[config.mk]
export PLATFORM = sky130hd
export DESIGN_NAME = tss_top
export DESIGN_NICKNAME = d
export VERILOG_FILES = /design/src/rtl/tss_pkg.sv /design/src/rtl/tss_top.sv /design/src/rtl/tss_prescaler.sv
export SDC_FILE = /design/constraint.sdc
export NUM_CORES = 1
export LEC_CHECK = 0
export BUFFER_PORTS_ARGS = -buffer_cell sky130_fd_sc_hd__buf_2
export CORE_MARGIN = 3
export CORE_UTILIZATION = 45
export CTS_BUF_LIST = sky130_fd_sc_hd__clkbuf_2
export DETAILED_ROUTE_END_ITERATION = 12
export PLACE_DENSITY = 0.63
export SLEW_MARGIN = 20
export SYNTH_ARGS = -nofsm -noshare
export SYNTH_HDL_FRONTEND = slang
export SYNTH_SLANG_ARGS = --single-unit
export TNS_END_PERCENT = 5
[constraint.sdc]
create_clock -name ref_clk_i -period 7.7 [get_ports ref_clk_i]
set_input_delay 0.77 -clock ref_clk_i [delete_from_list [all_inputs] [get_ports ref_clk_i]]
set_output_delay 0.77 -clock ref_clk_i [all_outputs]
set_load 0.005 [all_outputs]
[src/rtl/tss_pkg.sv]
// Constants and carrier types of the touch-sense spread and decimation block.
// Assumes one system clock; configuration ports are static while a scan runs.
// Summary of operation
// RULE_01: Result accumulates counts over up to 32 periods
// RULE_02: Decimation selectable from 1 to 32
// RULE_03: Zero bit lasts 1 to 16 clocks
// RULE_04: One bit basic length 1 to 16 clocks
// RULE_05: Pseudo-random sequence length programmable 2 to 15
// RULE_06: Modes: pseudo-random, up-down counter, or off
// RULE_07: Thermometer-coded power-of-two prescaler, 1 to 256
// RULE_08: End-of-scan, out-of-range flags with enables
// RULE_09: Hold each bit; interrupt needs both enables
package tss_pkg;
  // ---------------------------------------------------------------
  // Widths and limits
  // ---------------------------------------------------------------
  localparam int          CNT_W      = 16;
  localparam int          ACC_W      = 24;
  localparam int          LFSR_W     = 15;
  localparam logic [5:0]  DEC_MAX    = 6'h20;
  localparam logic [3:0]  LEN_MIN    = 4'h2;
  localparam logic [3:0]  LEN_MAX    = 4'hF;
  localparam logic [LFSR_W-1:0] LFSR_SEED = 15'h0001;
  localparam logic [7:0]  PRE_DIV1   = 8'h00;

  // Excitation modes
  typedef enum logic [1:0] {
    TSS_MODE_PRBS = 2'b00,
    TSS_MODE_UPDN = 2'b01,
    TSS_MODE_OFF  = 2'b10
  } tss_mode_type;

  // Spread control settings
  typedef struct packed {
    tss_mode_type mode;
    logic [3:0]   zero_len_m1;   // Zero bit length minus one
    logic [3:0]   one_len_m1;    // One bit basic length minus one
    logic [3:0]   sequence_length_select;
    logic [7:0]   prescale;      // Thermometer code
  } tss_spread_control_register_type;

  // Status flags
  typedef struct packed {
    logic eos;
    logic oor;
  } tss_flags_type;
endpackage : tss_pkg

[src/rtl/tss_top.sv]
// Top of the touch-sense spread-spectrum and decimation logic.
// Assumes trigger and start pulses come from same-clock front-end logic;
// the electrode pulse input is a pin and is synchronised here.
module tss_top
  import tss_pkg::*;
(
  // Clock, reset, enable
  input  wire logic                            ref_clk_i,
  input  wire logic                            arst_n_i,
  input  wire logic                            clk_en_i,
  // Configuration
  input  wire tss_spread_control_register_type spread_control_register_i,
  input  wire logic [5:0]                      decim_i,
  input  wire logic                            gie_i,
  input  wire logic                            eos_ie_i,
  input  wire logic                            oor_ie_i,
  input  wire logic [CNT_W-1:0]                thr_lo_i,
  input  wire logic [CNT_W-1:0]                thr_hi_i,
  // Front end
  input  wire logic                            scan_start_i,
  input  wire logic                            trig_i,
  input  wire logic                            sense_pulse_i,
  input  wire logic                            flag_clr_eos_i,
  input  wire logic                            flag_clr_oor_i,
  // Outputs
  output logic                                 excite_o,
  output logic [ACC_W-1:0]                     accumulated_count_o,
  output tss_flags_type                        flags_o,
  output logic                                 scan_busy_o,
  output logic                                 irq_o
);
  // ---------------------------------------------------------------
  // State
  // ---------------------------------------------------------------
  typedef enum logic [1:0] {
    ST_IDLE = 2'b00,
    ST_SCAN = 2'b01
  } tss_fsm_type;

  typedef struct packed {
    tss_fsm_type       fsm;
    logic [1:0]        sync;
    logic              sync_d;
    logic [LFSR_W-1:0] lfsr;
    logic [3:0]        updn;
    logic              updn_dir;
    logic [4:0]        hold;
    logic              bit_val;
    logic [5:0]        periods;
    logic [ACC_W-1:0]  acc;
    logic [ACC_W-1:0]  result;
    tss_flags_type     flags;
  } tss_state_type;

  tss_state_type state;
  tss_state_type next_state;
  logic          pre_tick;

  // Legal decimation count, clamped into 1..32
  function automatic logic [5:0] clamp_dec(input logic [5:0] d);
    if (d == 6'h00)
      return 6'h01;
    else if (d > DEC_MAX)
      return DEC_MAX;
    else
      return d;
  endfunction : clamp_dec

  // Legal sequence length, clamped into 2..15
  function automatic logic [3:0] clamp_len(input logic [3:0] l);
    return (l < LEN_MIN) ? LEN_MIN : l;
  endfunction : clamp_len

  // Mask of the sequence bits that feed back for the given length
  function automatic logic [LFSR_W-1:0] len_mask(input logic [3:0] l);
    logic [LFSR_W-1:0] m;
    m = '0;
    for (int i = 0; i < LFSR_W; i++)
    begin
      if (i < int'(l))
        m[i] = 1'b1;
    end
    return m;
  endfunction : len_mask

  // RULE_07: bit clock prescaler
  tss_prescaler u_pre (
    .ref_clk_i (ref_clk_i),
    .arst_n_i  (arst_n_i),
    .en_i      (clk_en_i),
    .therm_i   (spread_control_register_i.prescale),
    .tick_o    (pre_tick)
  );

  // ---------------------------------------------------------------
  // Next-state logic
  // ---------------------------------------------------------------
  always_comb
  begin
    logic [3:0] len;
    logic       new_bit;
    logic       sense_rise;
    logic [5:0] dec;
    logic       oor_set;
    len        = clamp_len(spread_control_register_i.sequence_length_select);
    dec        = clamp_dec(decim_i);
    new_bit    = 1'b0;
    oor_set    = 1'b0;
    next_state = state;
    // Two-stage pin synchroniser; only the second stage is examined
    next_state.sync   = {state.sync[0], sense_pulse_i};
    next_state.sync_d = state.sync[1];
    sense_rise        = state.sync[1] && !state.sync_d;

    // RULE_09: bit held for its programmed length
    // Hold counts prescaled ticks so the duration scales with the divider
    if (pre_tick)
    begin
      if (state.hold != 5'h00)
      begin
        next_state.hold = 5'(state.hold - 5'h01);
      end
      else
      begin
        case (spread_control_register_i.mode)
          // RULE_05: pseudo-random output
          TSS_MODE_PRBS:
          begin
            next_state.lfsr = {state.lfsr[LFSR_W-2:0],
                               state.lfsr[len-4'h1] ^ state.lfsr[0]};
            // A shorter length can leave the active bits all zero; reseed then
            if ((next_state.lfsr & len_mask(len)) == '0)
            begin
              next_state.lfsr = LFSR_SEED;
            end
            new_bit = state.lfsr[len-4'h1];
          end
          // RULE_06: up-down counter output
          TSS_MODE_UPDN:
          begin
            if (state.updn_dir)
            begin
              next_state.updn = 4'(state.updn + 4'h1);
              if (state.updn == LEN_MAX - 4'h1)
                next_state.updn_dir = 1'b0;
            end
            else
            begin
              next_state.updn = 4'(state.updn - 4'h1);
              if (state.updn == 4'h1)
                next_state.updn_dir = 1'b1;
            end
            new_bit = state.updn[0];
          end
          default:
          begin
            new_bit = 1'b0;
          end
        endcase
        next_state.bit_val = new_bit;
        // RULE_03: zero bit duration
        // RULE_04: one bit basic duration
        next_state.hold = new_bit ? {1'b0, spread_control_register_i.one_len_m1}
                                  : {1'b0, spread_control_register_i.zero_len_m1};
      end
    end

    // RULE_01: accumulate over decimation periods
    case (state.fsm)
      ST_IDLE:
      begin
        if (scan_start_i)
        begin
          next_state.fsm     = ST_SCAN;
          next_state.acc     = '0;
          next_state.periods = '0;
        end
      end
      ST_SCAN:
      begin
        if (sense_rise)
        begin
          next_state.acc = ACC_W'(state.acc + 1'b1);
        end
        // RULE_02: any count 1..32 ends the scan
        if (trig_i)
        begin
          next_state.periods = 6'(state.periods + 6'h01);
          if (6'(state.periods + 6'h01) >= dec)
          begin
            next_state.fsm    = ST_IDLE;
            next_state.result = next_state.acc;
            next_state.flags.eos = 1'b1;
            if (next_state.acc[CNT_W-1:0] < thr_lo_i ||
                next_state.acc[CNT_W-1:0] > thr_hi_i)
            begin
              next_state.flags.oor = 1'b1;
              oor_set              = 1'b1;
            end
          end
        end
      end
      default:
      begin
        next_state.fsm = ST_IDLE;
      end
    endcase

    // RULE_08: flags clear, set wins
    if (flag_clr_eos_i && !(state.fsm == ST_SCAN && next_state.fsm == ST_IDLE))
      next_state.flags.eos = 1'b0;
    if (flag_clr_oor_i && !oor_set)
      next_state.flags.oor = 1'b0;
  end

  // State register, frozen while the clock enable is low
  always_ff @(posedge ref_clk_i or negedge arst_n_i)
  begin
    if (!arst_n_i)
    begin
      state          <= '0;
      state.lfsr     <= LFSR_SEED;
      state.updn_dir <= 1'b1;
    end
    else if (clk_en_i)
    begin
      state <= next_state;
    end
  end

  // ---------------------------------------------------------------
  // Outputs
  // ---------------------------------------------------------------
  // RULE_06: off mode forces the line low
  assign excite_o            = (spread_control_register_i.mode == TSS_MODE_OFF) ? 1'b0
                               : state.bit_val;
  assign accumulated_count_o = state.result;
  assign flags_o             = state.flags;
  assign scan_busy_o         = (state.fsm == ST_SCAN);
  // RULE_09: interrupt gated by both enables
  assign irq_o = gie_i && ((eos_ie_i && state.flags.eos) || (oor_ie_i && state.flags.oor));

  // ---------------------------------------------------------------
  // Checks
  // ---------------------------------------------------------------
  a_irq_gating: assert property (@(posedge ref_clk_i) disable iff (!arst_n_i) // RULE_08
    irq_o |-> gie_i && (state.flags.eos || state.flags.oor))
    else $error("interrupt without enabled flag");
  a_irq_global: assert property (@(posedge ref_clk_i) disable iff (!arst_n_i) // RULE_09
    (gie_i && eos_ie_i && state.flags.eos) |-> irq_o)
    else $error("enabled end-of-scan did not interrupt");
  a_off_low: assert property (@(posedge ref_clk_i) disable iff (!arst_n_i) // RULE_06
    (spread_control_register_i.mode == TSS_MODE_OFF) |-> !excite_o)
    else $error("excitation active while off");
  a_hold_max: assert property (@(posedge ref_clk_i) disable iff (!arst_n_i) // RULE_03
    state.hold <= 5'h0F)
    else $error("hold count beyond sixteen");
  a_eos_set: assert property (@(posedge ref_clk_i) disable iff (!arst_n_i) // RULE_01
    (clk_en_i && state.fsm == ST_SCAN && trig_i &&
     6'(state.periods + 6'h01) >= clamp_dec(decim_i)) |=> state.flags.eos)
    else $error("end of scan flag missed");
  a_dec_bound: assert property (@(posedge ref_clk_i) disable iff (!arst_n_i) // RULE_02
    state.periods <= DEC_MAX)
    else $error("period count over limit");
  a_lfsr_live: assert property (@(posedge ref_clk_i) disable iff (!arst_n_i) // RULE_05
    state.lfsr != '0)
    else $error("sequence register stuck at zero");
  a_result_load: assert property (@(posedge ref_clk_i) disable iff (!arst_n_i) // RULE_01
    $fell(scan_busy_o) |-> accumulated_count_o == state.acc)
    else $error("result not loaded at scan end");
  a_bit_hold: assert property (@(posedge ref_clk_i) disable iff (!arst_n_i) // RULE_04
    (clk_en_i && state.hold != 5'h00) |=> $stable(state.bit_val))
    else $error("bit changed during hold");
endmodule : tss_top

[src/rtl/tss_prescaler.sv]
// Power-of-two prescaler with thermometer-coded ratio.
// Assumes the code is one of the nine legal thermometer values.
module tss_prescaler
  import tss_pkg::*;
(
  // Clock, reset and enable
  input  wire logic       ref_clk_i,
  input  wire logic       arst_n_i,
  input  wire logic       en_i,
  // Ratio
  input  wire logic [7:0] therm_i,
  // Tick out
  output logic            tick_o
);
  typedef struct packed {
    logic [7:0] cnt;
  } tss_pre_state_type;

  tss_pre_state_type state;
  tss_pre_state_type next_state;

  // RULE_07: thermometer terminal count
  // Each set code bit doubles the ratio, so the terminal count is the code itself
  always_comb
  begin
    next_state = state;
    if ((state.cnt & therm_i) == therm_i)
    begin
      next_state.cnt = PRE_DIV1;
    end
    else
    begin
      next_state.cnt = 8'((state.cnt + 8'h01) & therm_i);
    end
  end

  assign tick_o = en_i && ((state.cnt & therm_i) == therm_i);

  // State register
  always_ff @(posedge ref_clk_i or negedge arst_n_i)
  begin
    if (!arst_n_i)
    begin
      state <= '0;
    end
    else if (en_i)
    begin
      state <= next_state;
    end
  end
endmodule : tss_prescaler

# Word-level counts from Yosys, hierarchy flattened
# Index checks and enable logic that the tools add are counted.
dict set report totals {
  inputBits 71
  output_inout_bits 29
  wordCells 186
  reg_bits 95
}
dict set report classes {
  n_eq_ne 8
  n_addsub 7
  order_cmp 21
  muxes 95
  reduce_logical 36
  bitwise_logic 5
}
# operator n
set ops {}
lappend ops {{$mux W1} 73}
lappend ops {{$pmux W30 S2} 1}
lappend ops {{$mux W24} 2}
lappend ops {{$mux W30} 1}
lappend ops {{$lt A4 B4 Y1 const A} 7}
lappend ops {{$add A24 B1 Y24 const B} 1}
lappend ops {{$reduce_and A4 Y1} 5}
lappend ops {{$mux W6} 3}
lappend ops {{$and A8 B8 Y8} 2}
lappend ops {{$gt A16 B16 Y1} 1}
lappend ops {{$lt A16 B16 Y1} 1}
lappend ops {{$lt A3 B4 Y1 const A} 4}
lappend ops {{$reduce_bool A2 Y1} 8}
lappend ops {{$and A15 B15 Y15} 1}
lappend ops {{$logic_not A15 Y1} 1}
lappend ops {{$mux W15} 1}
lappend ops {{$mux W2} 6}
lappend ops {{$mux W5} 2}
lappend ops {{$add A8 B1 Y8 const B} 1}
lappend ops {{$eq A8 B8 Y1} 1}
lappend ops {{$logic_and A1 B1 Y1} 8}
lappend ops {{$lt A1 B4 Y1 const A} 2}
lappend ops {{$lt A2 B4 Y1 const A} 2}
lappend ops {{$mux W4} 2}
lappend ops {{other kinds (27)} 36}

# Logic depth before layout (Yosys ltp)
dict set report logic_depth {
  depth_word 14
  depth_mapped 15
  ltp_nobuf 14
}

# Modules after synthesis
# From an unflattened synthesis, not the netlist that was laid out.
dict set report unflattened {
  cells_unflattened 657
  area_unflattened_um2 5953.2
}
# mod area_per_inst_um2 seq_area_each_um2 n_inst cells_per_inst
set modules_own_cells {}
lappend modules_own_cells {tss_top 5416.4 2078.2 1 594}
lappend modules_own_cells {tss_prescaler 536.8 200.2 1 63}

# Worst setup path before layout
# No wires, ideal clock.
dict set report synth_path {
  path_kind {input -> register}
  startpoint {input spread_control_register_i[10] (netlist bit)}
  endpoint {register state[56] (netlist bit)}
  arrival_ps 3278
  path_stages 11
  setup_time_ps 125
  path_buffers 2
  required_time_ps 7575
  setup_slack_ps 4298
  path_cell_list {buf_4 > o31a_4 > inv_2 > ha_1 > xor2_2 > mux2i_1 > mux2i_1 > a211o_1 > o31a_1 > buf_2 > mux2_2}
}
dict set report synth_between {
  elab_chain_cells 8
}
# item line
set synth_lines {}
lappend synth_lines {{start: declaration} tss_top.sv:12} ;# input wire tss_spread_control_register_type spread_control_register_i,
lappend synth_lines {{$lt A4 B2 Y1} tss_top.sv:71} ;# return (l < LEN_MIN) ? LEN_MIN : l;
lappend synth_lines {{$mux W4 *} tss_top.sv:71}
lappend synth_lines {{$sub A4 B1 Y4 *} tss_top.sv:136} ;# new_bit = state.lfsr[len-4'h1];
lappend synth_lines {{$bmux W1 S4 *} tss_top.sv:136}
lappend synth_lines {{$mux W1 (not written as such) *} tss_top.sv:136}
lappend synth_lines {{$pmux W1 S2 *} tss_top.sv:125} ;# case (spread_control_register_i.mode)
lappend synth_lines {{$mux W1 *} tss_top.sv:119} ;# if (state.hold != 5'h00)
lappend synth_lines {{$mux W1 *} tss_top.sv:117} ;# if (pre_tick)
lappend synth_lines {{end signal: assignment} tss_top.sv:227} ;# state <= next_state;
lappend synth_lines {{end: declaration} tss_top.sv:55} ;# tss_state_type state;
# Mark *: on every way between the ends. The rest lies on a longest branch, timed or not. The select of a mux whose other input is x is not followed.
# A chain may end at the register's enable or synchronous reset.

# Worst setup path in the final report
dict set report layout_path {
  startpoint {register state[82] (netlist bit)}
  endpoint {register state (netlist bit flags_o[0])}
}
dict set report layout_between {
  elab_chain_cells 14
  elab_cells_between_ends 19
  classes_between {order compare: 2; mux: 7; reduce/logical: 10}
}
# item line
set layout_lines {}
lappend layout_lines {{$logic_not A1 Y1 *} tss_top.sv:113} ;# sense_rise = state.sync[1] && !state.sync_d;
lappend layout_lines {{$logic_and A1 B1 Y1 *} tss_top.sv:113}
lappend layout_lines {{$mux W24 *} tss_top.sv:181} ;# if (sense_rise)
lappend layout_lines {{$mux W24 *} tss_top.sv:169} ;# case (state.fsm)
lappend layout_lines {{$lt A16 B16 Y1 or $gt A16 B16 Y1 (tied branches)} {tss_top.sv:194, tss_top.sv:195}}
lappend layout_lines {{$logic_or A1 B1 Y1 *} tss_top.sv:194} ;# if (next_state.acc[CNT_W-1:0] < thr_lo_i ||
lappend layout_lines {{$mux W1} tss_top.sv:194}
lappend layout_lines {{$mux W1} tss_top.sv:189} ;# if (6'(state.periods + 6'h01) >= dec)
lappend layout_lines {{$mux W1} tss_top.sv:186} ;# if (trig_i)
lappend layout_lines {{$mux W1} tss_top.sv:169}
lappend layout_lines {{$logic_not A1 Y1} tss_top.sv:212} ;# if (flag_clr_oor_i && !oor_set)
lappend layout_lines {{$logic_and A1 B1 Y1} tss_top.sv:212}
lappend layout_lines {{$reduce_bool A2 Y1 (no line)} n/a}
lappend layout_lines {{$reduce_and A5 Y1 (no line)} n/a}
# Marks and branches as above.

==> impl_metrics.ini <==
[critical_path]
max_stage_delay_ps = 610
critical_path.endpoint_type = flip-flop
timing.critical_path.arrival_ps = 4310
critical_path.n_buffers_inverters = 1
cp_data_required_time_ps = 8180
cpLargestDelayFamily = simple AND/OR/NAND/NOR gates
cp_cell_sequence = nor2b_1 -> nand4_1 -> nor3_1 -> and3_1 -> xnor2_1 -> inv_1 -> ha_1 -> a211o_1 -> a31oi_1 -> o221ai_1 -> a32oi_1 -> nand2_1
cpMaxStageDelayCell = sky130_fd_sc_hd__nor3_1
startpoint_type = flip-flop
crit_fanout = 9
timing.setup.critical_path_class = reg2reg

[synthesis]
synth_enable_flop_cells = 0
ys_seq_area_share_pct = 37.94
netlist.area_leader.share_pct = 37.50
ys_seq_elements = 91
yosys.area.top_type = sky130_fd_sc_hd__dfrtp_1
synth.top_cells.by_area = sky130_fd_sc_hd__dfrtp_1 37%, sky130_fd_sc_hd__ha_1 9.2%, sky130_fd_sc_hd__nand2_1 5.1%, sky130_fd_sc_hd__o21ai_0 4.6%, sky130_fd_sc_hd__buf_4 3.5%
mappedNetlistArea_sq_um = 6006
synth_cell_type_count = 61
netlist_instances = 684
synth_nets = 799
dominantRegCellSynth = sky130_fd_sc_hd__dfrtp_1
async_reset_ff_share_pct = 100.0
avgSynthCellArea_sq_um = 8.780
synth.yosys.warnings = 0

[timing]
report.final.setup_viol = 0
timing.hold.ws_ps = 420.2
slew_viol_final = 0
fmax_ghz = 0.2612
finalCriticalPeriod_ps = 3829
timing_worst_slew_pin_value_ps = 965.8
setup_repair_after_global_routing_missed_its_margin = no
slew-limit-headroom_pct = 35.45
hold_violation_total_from_the_final_report = 0
worst_clock_skew_ps = 24.89
setup_tns_ps = 0
min_period_over_period_pct = 49.72

[floorplan]
starting_density_of_the_core_pct = 46.83
boundaryPins = 100
coreArea_sq_um = 12820
placement_rows = 41
fp.dieW_microns = 121.5
die_height_microns = 121.5
die_area_sq_um = 14770

[layout]
syn_to_final_growth_pct = 9.896
final_non_filler_cell_area_sq_um = 6600
antenna-diode-count = 0
final_nets = 865
final_core_utilization_pct = 51.46
drive_above_1_share_pct = 19.34

[clocking]
cts.root.buffer_cell = sky130_fd_sc_hd__clkbuf_2
path_clk_slew_ps = 240
cts.sinks = 91
clock_latency_ps = 570
cts_buffers = 9
h_tree_levels = 3
cts-root-to-sink-buffers = 2
cts_tree = yes

[detailed_routing]
initialDrtViolationCount = 343
total_iterations_of_the_first_detailed_routing_run = 4
wirelength_routed_microns = 13480
detailroute.via_count = 4994
drc = 0
number_of_nets_still_failing_antenna_checks_after_routing = 0
routed_via_density = 5.387
detail_route.wl_per_cell_microns = 14.54

[global_route]
grt_start_max_net_pins = 71
grtUsageTotal_pct = 18.50
grt.overflow.total = 0
via_count_of_the_first_global_routing_pass = 4833
grt_first_pass_wirelength_microns = 22430
grt_antenna_before_repair = 0

[status]
run_status = finished, final reports clean

[min_path]
classification_of_the_worst_slack_hold_path = in2reg

[job]
max_cap_violations = 0

[power]
max-vdd-ir-drop_v = 0.00008928
static-leakage-power_nw = 3.384
power_per_cell_area_nw_per_um2 = 189.8

[placement]
placement_cell_area_sq_um = 6449
port-buffer-count = 99
hpwl_microns = 10260
gp_congestion = 0.8372
## cell families (layout without fill, tap and decap cells)
kind of cell	Yosys count	after routing	synth area share (%)
muxes	21	21	3.896
buffers and inverters	105	176	8.500
DFF	91	91	37.94
adders and majority gates	44	44	9.167
xor gates and xnor gates	31	31	4.646
AOI/OAI and AO/OA	166	166	18.00
and+or+nand+nor	226	226	17.85
## synth_stat cells (all sizes together), types with 3 or more instances
cell type and count:
dfrtp 90, nand2 81, o21ai 65, inv 57
nor2 47, ha 44, a21oi 39, buf 37
nand3 21, xnor2 19, nor2b 16, and3 13
xor2 12, a21o 11, clkbuf 11, mux2i 11
nand2b 10, nand4 10, nor3 10, mux2 9
o31ai 8, and2 6, a22o 5, nor4 5
o21a 5, a32o 4, o31a 4, a211o 3
and4 3, o22ai 3
## registers in the layout, summed over array words and instances (netlist names)
register / flops
flags_o: 2
next_state: 2
state: 55
u_pre.state: 8
accumulated_count_o: 24
## power breakdown
| group | leakage [nW] | internal [mW] | total [mW] | switching [mW] |
|---|---|---|---|---|
| sequential | 1.21 | 0.559 | 0.621 | 0.0615 |
| combinational | 2.11 | 0.177 | 0.392 | 0.214 |
| clock | 0.0693 | 0.0738 | 0.240 | 0.167 |
## worst min-delay path, stage by stage
cell                      delay, ps
sky130_fd_sc_hd__buf_2          100
sky130_fd_sc_hd__nand3_1         60
sky130_fd_sc_hd__o22ai_1         60
## final cells by class
cell class | count | area, sq um
multi-input combinational | 488 | 3228
timing repair buffer | 103 | 550.5
inverter | 57 | 214.0
clock buffer | 9 | 45.04
tap | 172 | 215.2
fill | 1265 | 6225
clock inverter | 7 | 68.82
sequential | 91 | 2278
## worst paths after layout
path,start,slack (ps),end,cells after the start
worst max-delay path,state[82]$_DFFE_PN0P_,3870,flags_o[0]$_DFFE_PN0P_,12
worst min-delay path,spread_control_register_i[1],420,u_pre.state[1]$_DFFE_PN0P_,3
worst max register to register,state[82]$_DFFE_PN0P_,3870,flags_o[0]$_DFFE_PN0P_,12
worst min register to register,state[63]$_DFFE_PN0P_,500,state[63]$_DFFE_PN0P_,1
max in group asynchronous,arst_n_i,5970,state[79]$_DFFE_PN0P_,3
min in group asynchronous,arst_n_i,570,accumulated_count_o[11]$_DFFE_PN0P_,2
## timing repair
item                      CTS  global route
resized for setup           0             0
hold endpoints to repair   11             0
setup buffers               0             0
hold buffers                1             0
## cell usage in the layout (no fill, tap or decap), types with 4 or more instances in the layout
master,count
sky130_fd_sc_hd__o21ai_2,9
sky130_fd_sc_hd__o21a_1,5
sky130_fd_sc_hd__nor4_1,5
sky130_fd_sc_hd__dfrtp_1,90
sky130_fd_sc_hd__nor3_1,9
sky130_fd_sc_hd__a22o_1,5
sky130_fd_sc_hd__xor2_1,11
sky130_fd_sc_hd__nand3_1,21
sky130_fd_sc_hd__and3_1,13
sky130_fd_sc_hd__a32o_1,4
sky130_fd_sc_hd__nand2_1,81
sky130_fd_sc_hd__mux2_2,9
sky130_fd_sc_hd__nand2b_1,10
sky130_fd_sc_hd__inv_1,56
sky130_fd_sc_hd__clkbuf_2,9
sky130_fd_sc_hd__o21ai_0,54
sky130_fd_sc_hd__ha_1,44
sky130_fd_sc_hd__nand4_1,10
sky130_fd_sc_hd__nor2_1,47
sky130_fd_sc_hd__xnor2_1,19
sky130_fd_sc_hd__o31ai_1,8
sky130_fd_sc_hd__a21oi_1,39
sky130_fd_sc_hd__a21o_1,11
sky130_fd_sc_hd__mux2i_1,11
sky130_fd_sc_hd__buf_2,98
sky130_fd_sc_hd__and2_1,6
sky130_fd_sc_hd__nor2b_1,16
## metal layers
layer | share of wire (%) | vias up | global-route usage, %
li1 | - | 2492 | -
met1 | 44 | 2382 | 23.74
met2 | 50 | 105 | 31.85
met3 | 4.7 | 15 | 4.103
met4 | 1.2 | 0 | 4.482
met5 | 0 | - | 0
## metrics by stage
step,power (mW),std cells,setup slack [ps]
6_report,1.252,927,3871
5_1_grt,1.352,927,3558
4_1_cts,1.266,926,3963
3_5_place_dp,1.024,909,3508
3_3_place_gp,1.009,909,3683
2_1_floorplan,0.9388,684,4298
(Power assumes the default switching activity.)
